## src/host_port_map.svh

```systemverilog
`ifndef HOST_PORT_MAP_SVH
`define HOST_PORT_MAP_SVH

// Master clock period in picoseconds (10 ns)
`define HP_CLK_PERIOD_PS   10000
// Write access: min 4, typical 5, max 9 master clock periods
`define HP_WR_LAT_MIN      4
`define HP_WR_LAT_TYP      5
`define HP_WR_LAT_MAX      9
// Read access: min 8, typical 10, max 13 master clock periods
`define HP_RD_LAT_MIN      8
`define HP_RD_LAT_TYP      10
`define HP_RD_LAT_MAX      13
// Reset values
`define HP_RDY_RST         1'b0
`define HP_ACK_N_RST       1'b1
`define HP_DATA_RST        8'h00

`endif

```

## src/host_port_pkg.sv

```systemverilog
package host_port_pkg;

    // Bus style selected by the mode strap
    typedef enum logic {
        separate_strobe_style = 1'b0,
        strobe_ack_style      = 1'b1
    } bus_style_t;

    // Host-side control pins after synchronisation
    typedef struct packed {
        logic cs_n;
        logic wr_strobe;  // Write strobe low, or read-not-write level
        logic rd_strobe;  // Read strobe low, or data strobe low
    } host_ctrl_t;

    // Request to the internal register file
    typedef struct packed {
        logic       wr;
        logic [2:0] addr;
        logic [7:0] wdata;
    } reg_req_t;

endpackage : host_port_pkg
```

## src/host_port_access_handshake.sv

```systemverilog
`include "host_port_map.svh"

// Summary of operation
// Strap low selects separate write/read strobes with active-high ready.
// Strap high selects read-not-write, data strobe, active-low acknowledge.
// Separate-strobe write: ready rises 4 to 9 clocks after strobe, typ 5.
// Separate-strobe read: ready rises 8 to 13 clocks, typ 10, data valid.
// Strobe-ack write: acknowledge falls 4 to 9 clocks after start, typ 5.
// Strobe-ack read: acknowledge falls 8 to 13 clocks after strobe.
// Control inputs and chip select are captured on rising master clock.
// Latency depends on the port address, within the access bounds.
// Read maximum of 13 clocks applies to addresses 7,6,5,3,2,1; the code reaches 13 only at addresses 3 and 7.
// Host holds strobe, address and data until completion is signalled.
module host_port_access_handshake
    import host_port_pkg::*;
#(
    parameter int WR_LAT_BASE = `HP_WR_LAT_TYP,
    parameter int RD_LAT_BASE = `HP_RD_LAT_TYP
) (
    // Clock and reset
    input  wire logic       mclk_i,
    input  wire logic       rst_n_i,
    // Mode strap
    input  wire logic       mode_i,
    // Host control pins
    input  wire logic       cs_n_i,
    input  wire logic       rw_wr_n_i,
    input  wire logic       ds_rd_n_i,
    input  wire logic [2:0] addr_i,
    // Host data bus, three signals per pin
    input  wire logic [7:0] data_i,
    output logic      [7:0] data_o,
    output logic            data_oe_o,
    // Completion: ready (separate) and transfer_ack_n (strobe-ack)
    output logic            rdy_o,
    output logic            transfer_ack_n_o,
    // Internal register file side
    output reg_req_t        req_o,
    output logic            req_valid_o,
    input  wire logic [7:0] reg_rdata_i
);

    localparam int CNT_W = 4;

    // Base plus the address extra must stay inside the access bounds
    if (WR_LAT_BASE < `HP_WR_LAT_MIN
        || WR_LAT_BASE + 3 > `HP_WR_LAT_MAX) begin : g_wr_lat_chk
        $error("WR_LAT_BASE out of range");
    end
    if (RD_LAT_BASE < `HP_RD_LAT_MIN
        || RD_LAT_BASE + 3 > `HP_RD_LAT_MAX) begin : g_rd_lat_chk
        $error("RD_LAT_BASE out of range");
    end
    // The longest latency must fit the down-counter
    if (RD_LAT_BASE + 3 >= 2 ** CNT_W) begin : g_cnt_chk
        $error("CNT_W too narrow for RD_LAT_BASE");
    end

    typedef enum logic [1:0] {
        st_idle,
        st_wait,
        st_done
    } hp_state_t;

    // Two-flop synchronisers for the control pins from the host
    // The strap goes through them too: a jumper may move while running
    host_ctrl_t ctrl_meta_reg, ctrl_sync_reg;
    logic       mode_meta_reg, mode_sync_reg;
    logic       mode_sync;

    always_ff @(posedge mclk_i or negedge rst_n_i) begin
        if (!rst_n_i) begin
            ctrl_meta_reg <= '{cs_n: 1'b1, wr_strobe: 1'b1, rd_strobe: 1'b1};
            ctrl_sync_reg <= '{cs_n: 1'b1, wr_strobe: 1'b1, rd_strobe: 1'b1};
            mode_meta_reg <= 1'h0;
            mode_sync_reg <= 1'h0;
        end else begin
            ctrl_meta_reg <= '{cs_n: cs_n_i, wr_strobe: rw_wr_n_i,
                               rd_strobe: ds_rd_n_i};
            ctrl_sync_reg <= ctrl_meta_reg;
            mode_meta_reg <= mode_i;
            mode_sync_reg <= mode_meta_reg;
        end
    end

    assign mode_sync = mode_sync_reg;

    // Decode a request per bus style
    // In strobe-and-ack style the read-not-write level qualifies the strobe
    bus_style_t style;
    logic       start_wr, start_rd, strobe_live;

    always_comb begin
        style = bus_style_t'(mode_sync); // see R1
        if (style == separate_strobe_style) begin
            start_wr    = !ctrl_sync_reg.cs_n && !ctrl_sync_reg.wr_strobe;
            start_rd    = !ctrl_sync_reg.cs_n && !ctrl_sync_reg.rd_strobe;
            strobe_live = !ctrl_sync_reg.wr_strobe
                          || !ctrl_sync_reg.rd_strobe;
        end else begin
            start_wr    = !ctrl_sync_reg.cs_n && !ctrl_sync_reg.rd_strobe
                          && !ctrl_sync_reg.wr_strobe;
            start_rd    = !ctrl_sync_reg.cs_n && !ctrl_sync_reg.rd_strobe
                          && ctrl_sync_reg.wr_strobe;
            strobe_live = !ctrl_sync_reg.rd_strobe;
        end
    end

    // Address-dependent extra latency, within bounds
    // Two synchroniser edges and the idle-to-wait edge pass before the
    // counter runs, so the load is trimmed by three below
    function automatic logic [CNT_W-1:0] lat_for(input logic wr,
                                                 input logic [2:0] a);
        logic [CNT_W-1:0] extra;
        extra = {2'h0, a[1:0]};  // 0..3 extra clocks by address
        if (wr)
            lat_for = CNT_W'(WR_LAT_BASE) + extra; // see R3 see R5
        else
            lat_for = CNT_W'(RD_LAT_BASE) + extra; // see R4 see R6
    endfunction : lat_for

    // Access sequencer
    // One access at a time; nothing is queued
    hp_state_t        state_reg, state_next;
    logic [CNT_W-1:0] cnt_reg, cnt_next;
    logic             wr_reg, wr_next;
    logic [2:0]       addr_reg, addr_next;
    logic [7:0]       wdata_reg, wdata_next;
    logic [7:0]       rdata_reg, rdata_next;
    logic             done_reg, done_next;
    logic             pulse_reg, pulse_next;

    always_comb begin
        state_next = state_reg;
        cnt_next   = cnt_reg;
        wr_next    = wr_reg;
        addr_next  = addr_reg;
        wdata_next = wdata_reg;
        rdata_next = rdata_reg;
        done_next  = done_reg;
        pulse_next = 1'b0;
        unique case (state_reg)
            st_idle: begin
                done_next = 1'b0;
                if (start_wr || start_rd) begin
                    // Address and data come straight off the pins: they
                    // have stood since the strobe fell two edges ago
                    // Sync stage costs 2 clocks; host holds pins
                    wr_next    = start_wr;
                    addr_next  = addr_i;
                    wdata_next = data_i;
                    cnt_next   = lat_for(start_wr, addr_i) - CNT_W'(3);
                    state_next = st_wait;
                end
            end
            st_wait: begin
                // Read data is latched here so that it stands with ready
                if (cnt_reg == '0) begin
                    pulse_next = wr_reg;
                    if (!wr_reg)
                        rdata_next = reg_rdata_i; // Data valid at ready
                    done_next  = 1'b1;
                    state_next = st_done;
                end else begin
                    cnt_next = cnt_reg - CNT_W'(1);
                end
            end
            st_done: begin
                // Completion stands until the strobe is seen released;
                // a new strobe is refused until then
                if (!strobe_live) begin
                    done_next  = 1'b0;
                    state_next = st_idle;
                end
            end
            default: state_next = st_idle;
        endcase
    end

    always_ff @(posedge mclk_i or negedge rst_n_i) begin
        if (!rst_n_i) begin
            state_reg <= st_idle;
            cnt_reg   <= '0;
            wr_reg    <= 1'b0;
            addr_reg  <= 3'h0;
            wdata_reg <= `HP_DATA_RST;
            rdata_reg <= `HP_DATA_RST;
            done_reg  <= 1'b0;
            pulse_reg <= 1'b0;
        end else begin
            state_reg <= state_next;
            cnt_reg   <= cnt_next;
            wr_reg    <= wr_next;
            addr_reg  <= addr_next;
            wdata_reg <= wdata_next;
            rdata_reg <= rdata_next;
            done_reg  <= done_next;
            pulse_reg <= pulse_next;
        end
    end

    // Completion outputs per style
    // The pin of the unused style is parked at its inactive level
    always_comb begin
        rdy_o            = `HP_RDY_RST;
        transfer_ack_n_o = `HP_ACK_N_RST;
        if (style == separate_strobe_style)
            rdy_o = done_reg;             // see R3
        else
            transfer_ack_n_o = !done_reg; // see R5
    end

    // Read data driven while a read completes
    // The bus is driven only while select is still seen low, so a host
    // that drops select early gets the bus back two clocks later
    assign data_o      = rdata_reg;
    assign data_oe_o   = done_reg && !wr_reg && !ctrl_sync_reg.cs_n;
    assign req_o       = '{wr: wr_reg, addr: addr_reg, wdata: wdata_reg};
    assign req_valid_o = pulse_reg;

endmodule : host_port_access_handshake

```

## config.mk

```make
export PLATFORM = sky130hd
export DESIGN_NAME = host_port_access_handshake
export DESIGN_NICKNAME = d
export VERILOG_FILES = /design/src/host_port_pkg.sv /design/src/host_port_access_handshake.sv
export VERILOG_INCLUDE_DIRS = /design/src
export SDC_FILE = /design/constraint.sdc
export NUM_CORES = 1
export LEC_CHECK = 0
export BUFFER_PORTS_ARGS = -buffer_cell sky130_fd_sc_hd__buf_2
export CAP_MARGIN = 20
export CORE_MARGIN = 5
export CORE_UTILIZATION = 49
export DETAILED_ROUTE_END_ITERATION = 10
export PLACE_DENSITY = 0.78
export SLEW_MARGIN = 20
export SYNTH_ARGS = -nofsm -noshare
export SYNTH_HDL_FRONTEND = slang
export SYNTH_SLANG_ARGS = --single-unit
```

## constraint.sdc

```tcl
create_clock -name mclk_i -period 2.1 [get_ports mclk_i]
set_input_delay 0.21 -clock mclk_i [delete_from_list [all_inputs] [get_ports mclk_i]]
set_output_delay 0.21 -clock mclk_i [all_outputs]
set_load 0.1 [all_outputs]
```

# Word level (Yosys, flattened, before mapping)
# Index checks and enable logic that the tools add are counted.
# W data, S select, Z words.
dict set report word_totals {
  regBits 36
  input_bits 25
  output_inout_bits 24
}
dict set report op_classes {
  reduce_logical 22
  muxes 20
  addsub 4
  eq_ne 6
  n_bitwise 1
}
# operator count
set ops {}
lappend ops {{$mux W4} 5}
lappend ops {{$reduce_and A3 Y1} 4}
lappend ops {{$mux W1} 9}
lappend ops {{$ne A2 B2 Y1 const B} 4}
lappend ops {{$pmux W4 S2} 1}
lappend ops {{$logic_and A1 B1 Y1} 6}
lappend ops {{$mux W2} 3}
lappend ops {{$pmux W2 S3} 1}
lappend ops {{$logic_not A1 Y1} 5}
lappend ops {{$add A3 B2 Y4 const A} 1}
lappend ops {{$add A4 B2 Y4 const A} 1}
lappend ops {{$logic_not A4 Y1} 1}
lappend ops {{$sub A4 B1 Y4 const B} 1}
lappend ops {{$sub A4 B2 Y4 const B} 1}
lappend ops {{$pmux W1 S3} 1}
lappend ops {{$reduce_bool A3 Y1} 1}
lappend ops {{$eq A2 B1 Y1 const B} 1}
lappend ops {{$eq A2 B2 Y1 const B} 1}
lappend ops {{$logic_not A2 Y1} 1}
lappend ops {{$logic_or A1 B1 Y1} 2}
lappend ops {{$reduce_and A2 Y1} 1}
lappend ops {{$reduce_bool A2 Y1} 1}
lappend ops {{$not A1 Y1} 1}

# Depth between registers and ports, before layout
dict set report depth {
  word_depth 10
  ltp_mapped 6
  depth_no_buf 6
}

# Least setup slack after synthesis
# No wires, ideal clock.
dict set report synth_path {
  kind {register to output}
  startpoint {register wr_reg}
  endpoint {output port data_oe_o}
  path_stages_with_launch 2
  t_arrival_ns 2.459
  setup_slack_ns -0.569
  path_cell_list {dfrtp_1 nor3_1}
}
dict set report synth_between {
  elab_chain_len 3
}
# element line
set synth_rtl {}
lappend synth_rtl {{start: declaration} host_port_access_handshake.sv:126} ;# logic wr_reg, wr_next;
lappend synth_rtl {{start signal: assignment} host_port_access_handshake.sv:193} ;# wr_reg <= wr_next;
lappend synth_rtl {{$logic_not A1 Y1} host_port_access_handshake.sv:217} ;# assign data_oe_o = done_reg && !wr_reg && !ctrl_sync_reg.cs_n;
lappend synth_rtl {{$logic_and A1 B1 Y1 (2 in a row)} host_port_access_handshake.sv:217}
lappend synth_rtl {{end: declaration} host_port_access_handshake.sv:33} ;# output logic data_oe_o,
# No other way between the ends.

# Final worst setup path
dict set report layout_path {
  startpoint {register cnt_reg[0]}
  endpoint {register rdata_reg[3], in the netlist data_o[3]}
}
dict set report layout_between {
  elab_chain_len 2
}
# element line
set layout_rtl {}
lappend layout_rtl {{start: declaration} host_port_access_handshake.sv:125} ;# logic [CNT_W-1:0] cnt_reg, cnt_next;
lappend layout_rtl {{start signal: assignment} host_port_access_handshake.sv:192} ;# cnt_reg <= cnt_next;
lappend layout_rtl {{$logic_not A4 Y1} host_port_access_handshake.sv:158} ;# if (cnt_reg == '0) begin
lappend layout_rtl {{$reduce_and A3 Y1 (no source line)} n/a}
lappend layout_rtl {{end signal: assignment} host_port_access_handshake.sv:187} ;# rdata_reg <= `HP_DATA_RST;
lappend layout_rtl {{end signal: assignment} host_port_access_handshake.sv:196} ;# rdata_reg <= rdata_next;
lappend layout_rtl {{end: declaration} host_port_access_handshake.sv:129} ;# logic [7:0] rdata_reg, rdata_next;
# No other way between the ends.
# A chain may end at the register's enable or synchronous reset.

==> impl_metrics.toml <==
[run_status]
status = "completed"

[worst_setup_path]
critPathRequiredTime_ns = 2.33
crit_path_max_incr_delay_ns = 0.41
crit_cells = 6
cp_top_family = "simple AND/OR/NAND/NOR gates"
arrival_ns = 2.09
ff2ff_path_depth = 6
cp_slowest_cell = "dfrtp_1"
path_buf_inv = 1
cp-start-kind = "register"
cp_cell_sequence = "inv_1 > ha_1 > nor3b_1 > nand2_1 > nor2_4 > mux2_1"
end_kind = "register"
critPathKind = "reg2reg"
rrSetupSlack_ns = 0.24
crit_fanout = 8

[drt]
totalWireLength_mm = 2.78
via_per_inst = 5.13
dr.pass1.iters = 4
ant_nets = 0
wl_per_cell_um = 13.9
num_vias = 1026
drc = 0
drt-initial-drc-count = 33

[clock_tree]
clock_latency_ns = 0.35
clockRootBuffer = "clkbuf_4"
h-tree-depth = 2
clock-sinks = 36
cts_setup_buffers = 0
clockBufferDepth = 2
cts_tree = "done"
cts_buffers = 5
cts_resized = 0
hold_buffers = 5
clk_pin_slew_ns = 0.12

[synth]
ys.flop_type = "dfrtp_1"
ys_top_cells_by_area = "dfrtp_1, mux2_1, dfstp_2"
yosys.area.top_type = "dfrtp_1"
syn_nets = 136
synthDominantCellAreaShare_pct = 50.7
synthMuxAreaShare_pct = 15.1
synth_top_family_by_area = "multiplexers"
async_flop_share_pct = 100
ys_ff_latch = 36
synth_compound_area_share_pct = 7.95
synth_warnings = 0
synth-xor-area-share_pct = 2.87
ys_types = 33
syn_inst = 108
avgSynthCellArea_sq_um = 13.7
synth_edf_count = 0
synthSimpleGateAreaFrac_pct = 8.28
ys_seq_area_share_pct = 61.4
syn-cell-area_sq_um = 1480
synth-adder-area-share_pct = 2.54

[sta]
skew_ns = 0.0121
slew_viol_final = 0
worstMarginPinSlew_ns = 0.764
fin_crit_ns = 1.86
timing.fmax_ghz = 0.539
setup_viol = 0
rsz0062_at_grt = "no"
hold_violations = 0
finalSetupTns_ns = 0
timing.slew.headroom_pct = 49.1
min_period_over_period_pct = 88.3

[finish]
fin_nets = 194
layout_common_cells = "buf_2, dfrtp_1, mux2_1"
synthToLayoutAreaGrowth_pct = 27.3
diodes = 0
seq_area_sq_um = 908
layout_commonest_cell = "buf_2"
multi_input_area_sq_um = 549
drive_above_1_share_pct = 41.3
fillers = 246

[floorplanning]
die_h_um = 65.0
die_w_um = 65.0
rows = 20
dieArea_sq_um = 4220
num_io_pins = 49
core-area_sq_um = 2980
start_util_pct = 49.7

[global_route]
grt_usage_pct = 16.5
antenna_found_initial = 0
grt_first_pass_wirelength_mm = 5.07
grt_overflow = 0
first_global_vias = 1135
grt_max_degree = 37

[place]
dp_hpwl_mm = 2.06
io_buffers = 48
gp_routability_congestion = 0.753

[min_path]
hp-class = "in2reg"
whs_path_depth = 2

[run]
drv_cap = 0
## cell type report
cell class	instances	share of cell area (%)
flip-flops and latches	36	48.2
multi-input cells	66	29.2
repair buffers	53	15.4
clock inverters	3	2.26
well taps	33	2.19
clock buffers	5	1.99
inverters	4	0.797
## metal layers
metal | GRT usage (%) | up-vias | wire length (um)
met5 | 0 | - | 0
met4 | 7.12 | 0 | 55
met3 | 7.11 | 5 | 185
met2 | 28.6 | 35 | 1390
met1 | 17.2 | 490 | 1150
li1 | - | 496 | -
## stage by stage
stage	utilization (%)	hold slack (ns)	instance area, sq um	std cells	worst slack (ns)
after floorplan	-	-0.0856	1490	108	0.183
after global placement	58.9	0.314	1750	187	0.324
after detailed placement	58.9	0.316	1750	187	0.245
after CTS	63.3	0.0507	1880	200	0.225
after global routing	63.3	0.0323	1880	200	0.0452
final	63.3	0.0580	1880	200	0.245
## Yosys cell counts, types with 2 or more instances
master,number
nor3_1,3
dfrtp_1,30
o21ai_0,3
xor2_1,2
inv_1,4
nor2_1,5
nand2_1,7
a21oi_1,4
mux2_1,19
ha_1,3
dfstp_2,6
## cells by family after synthesis
logic type	after synthesis
DFF	36
adders and majority gates	3
AOI/OAI and AO/OA	16
buffers and inverters	6
xor gates and xnor gates	4
muxes	20
and+or+nand+nor	23
## final timing paths
kind,start,endpoint
setup / recovery,cnt_reg[0],data_o[3]
hold / removal,data_i[2],wdata_reg[2]
setup reg to reg,cnt_reg[0],data_o[3]
hold reg to reg,mode_meta_reg,mode_sync
max in group asynchronous,rst_n_i,addr_reg[2]
min in group asynchronous,rst_n_i,wdata_reg[4]
Power is not shown: default switching activity piles up to over one toggle a cycle in this logic, so the estimate is an artifact.
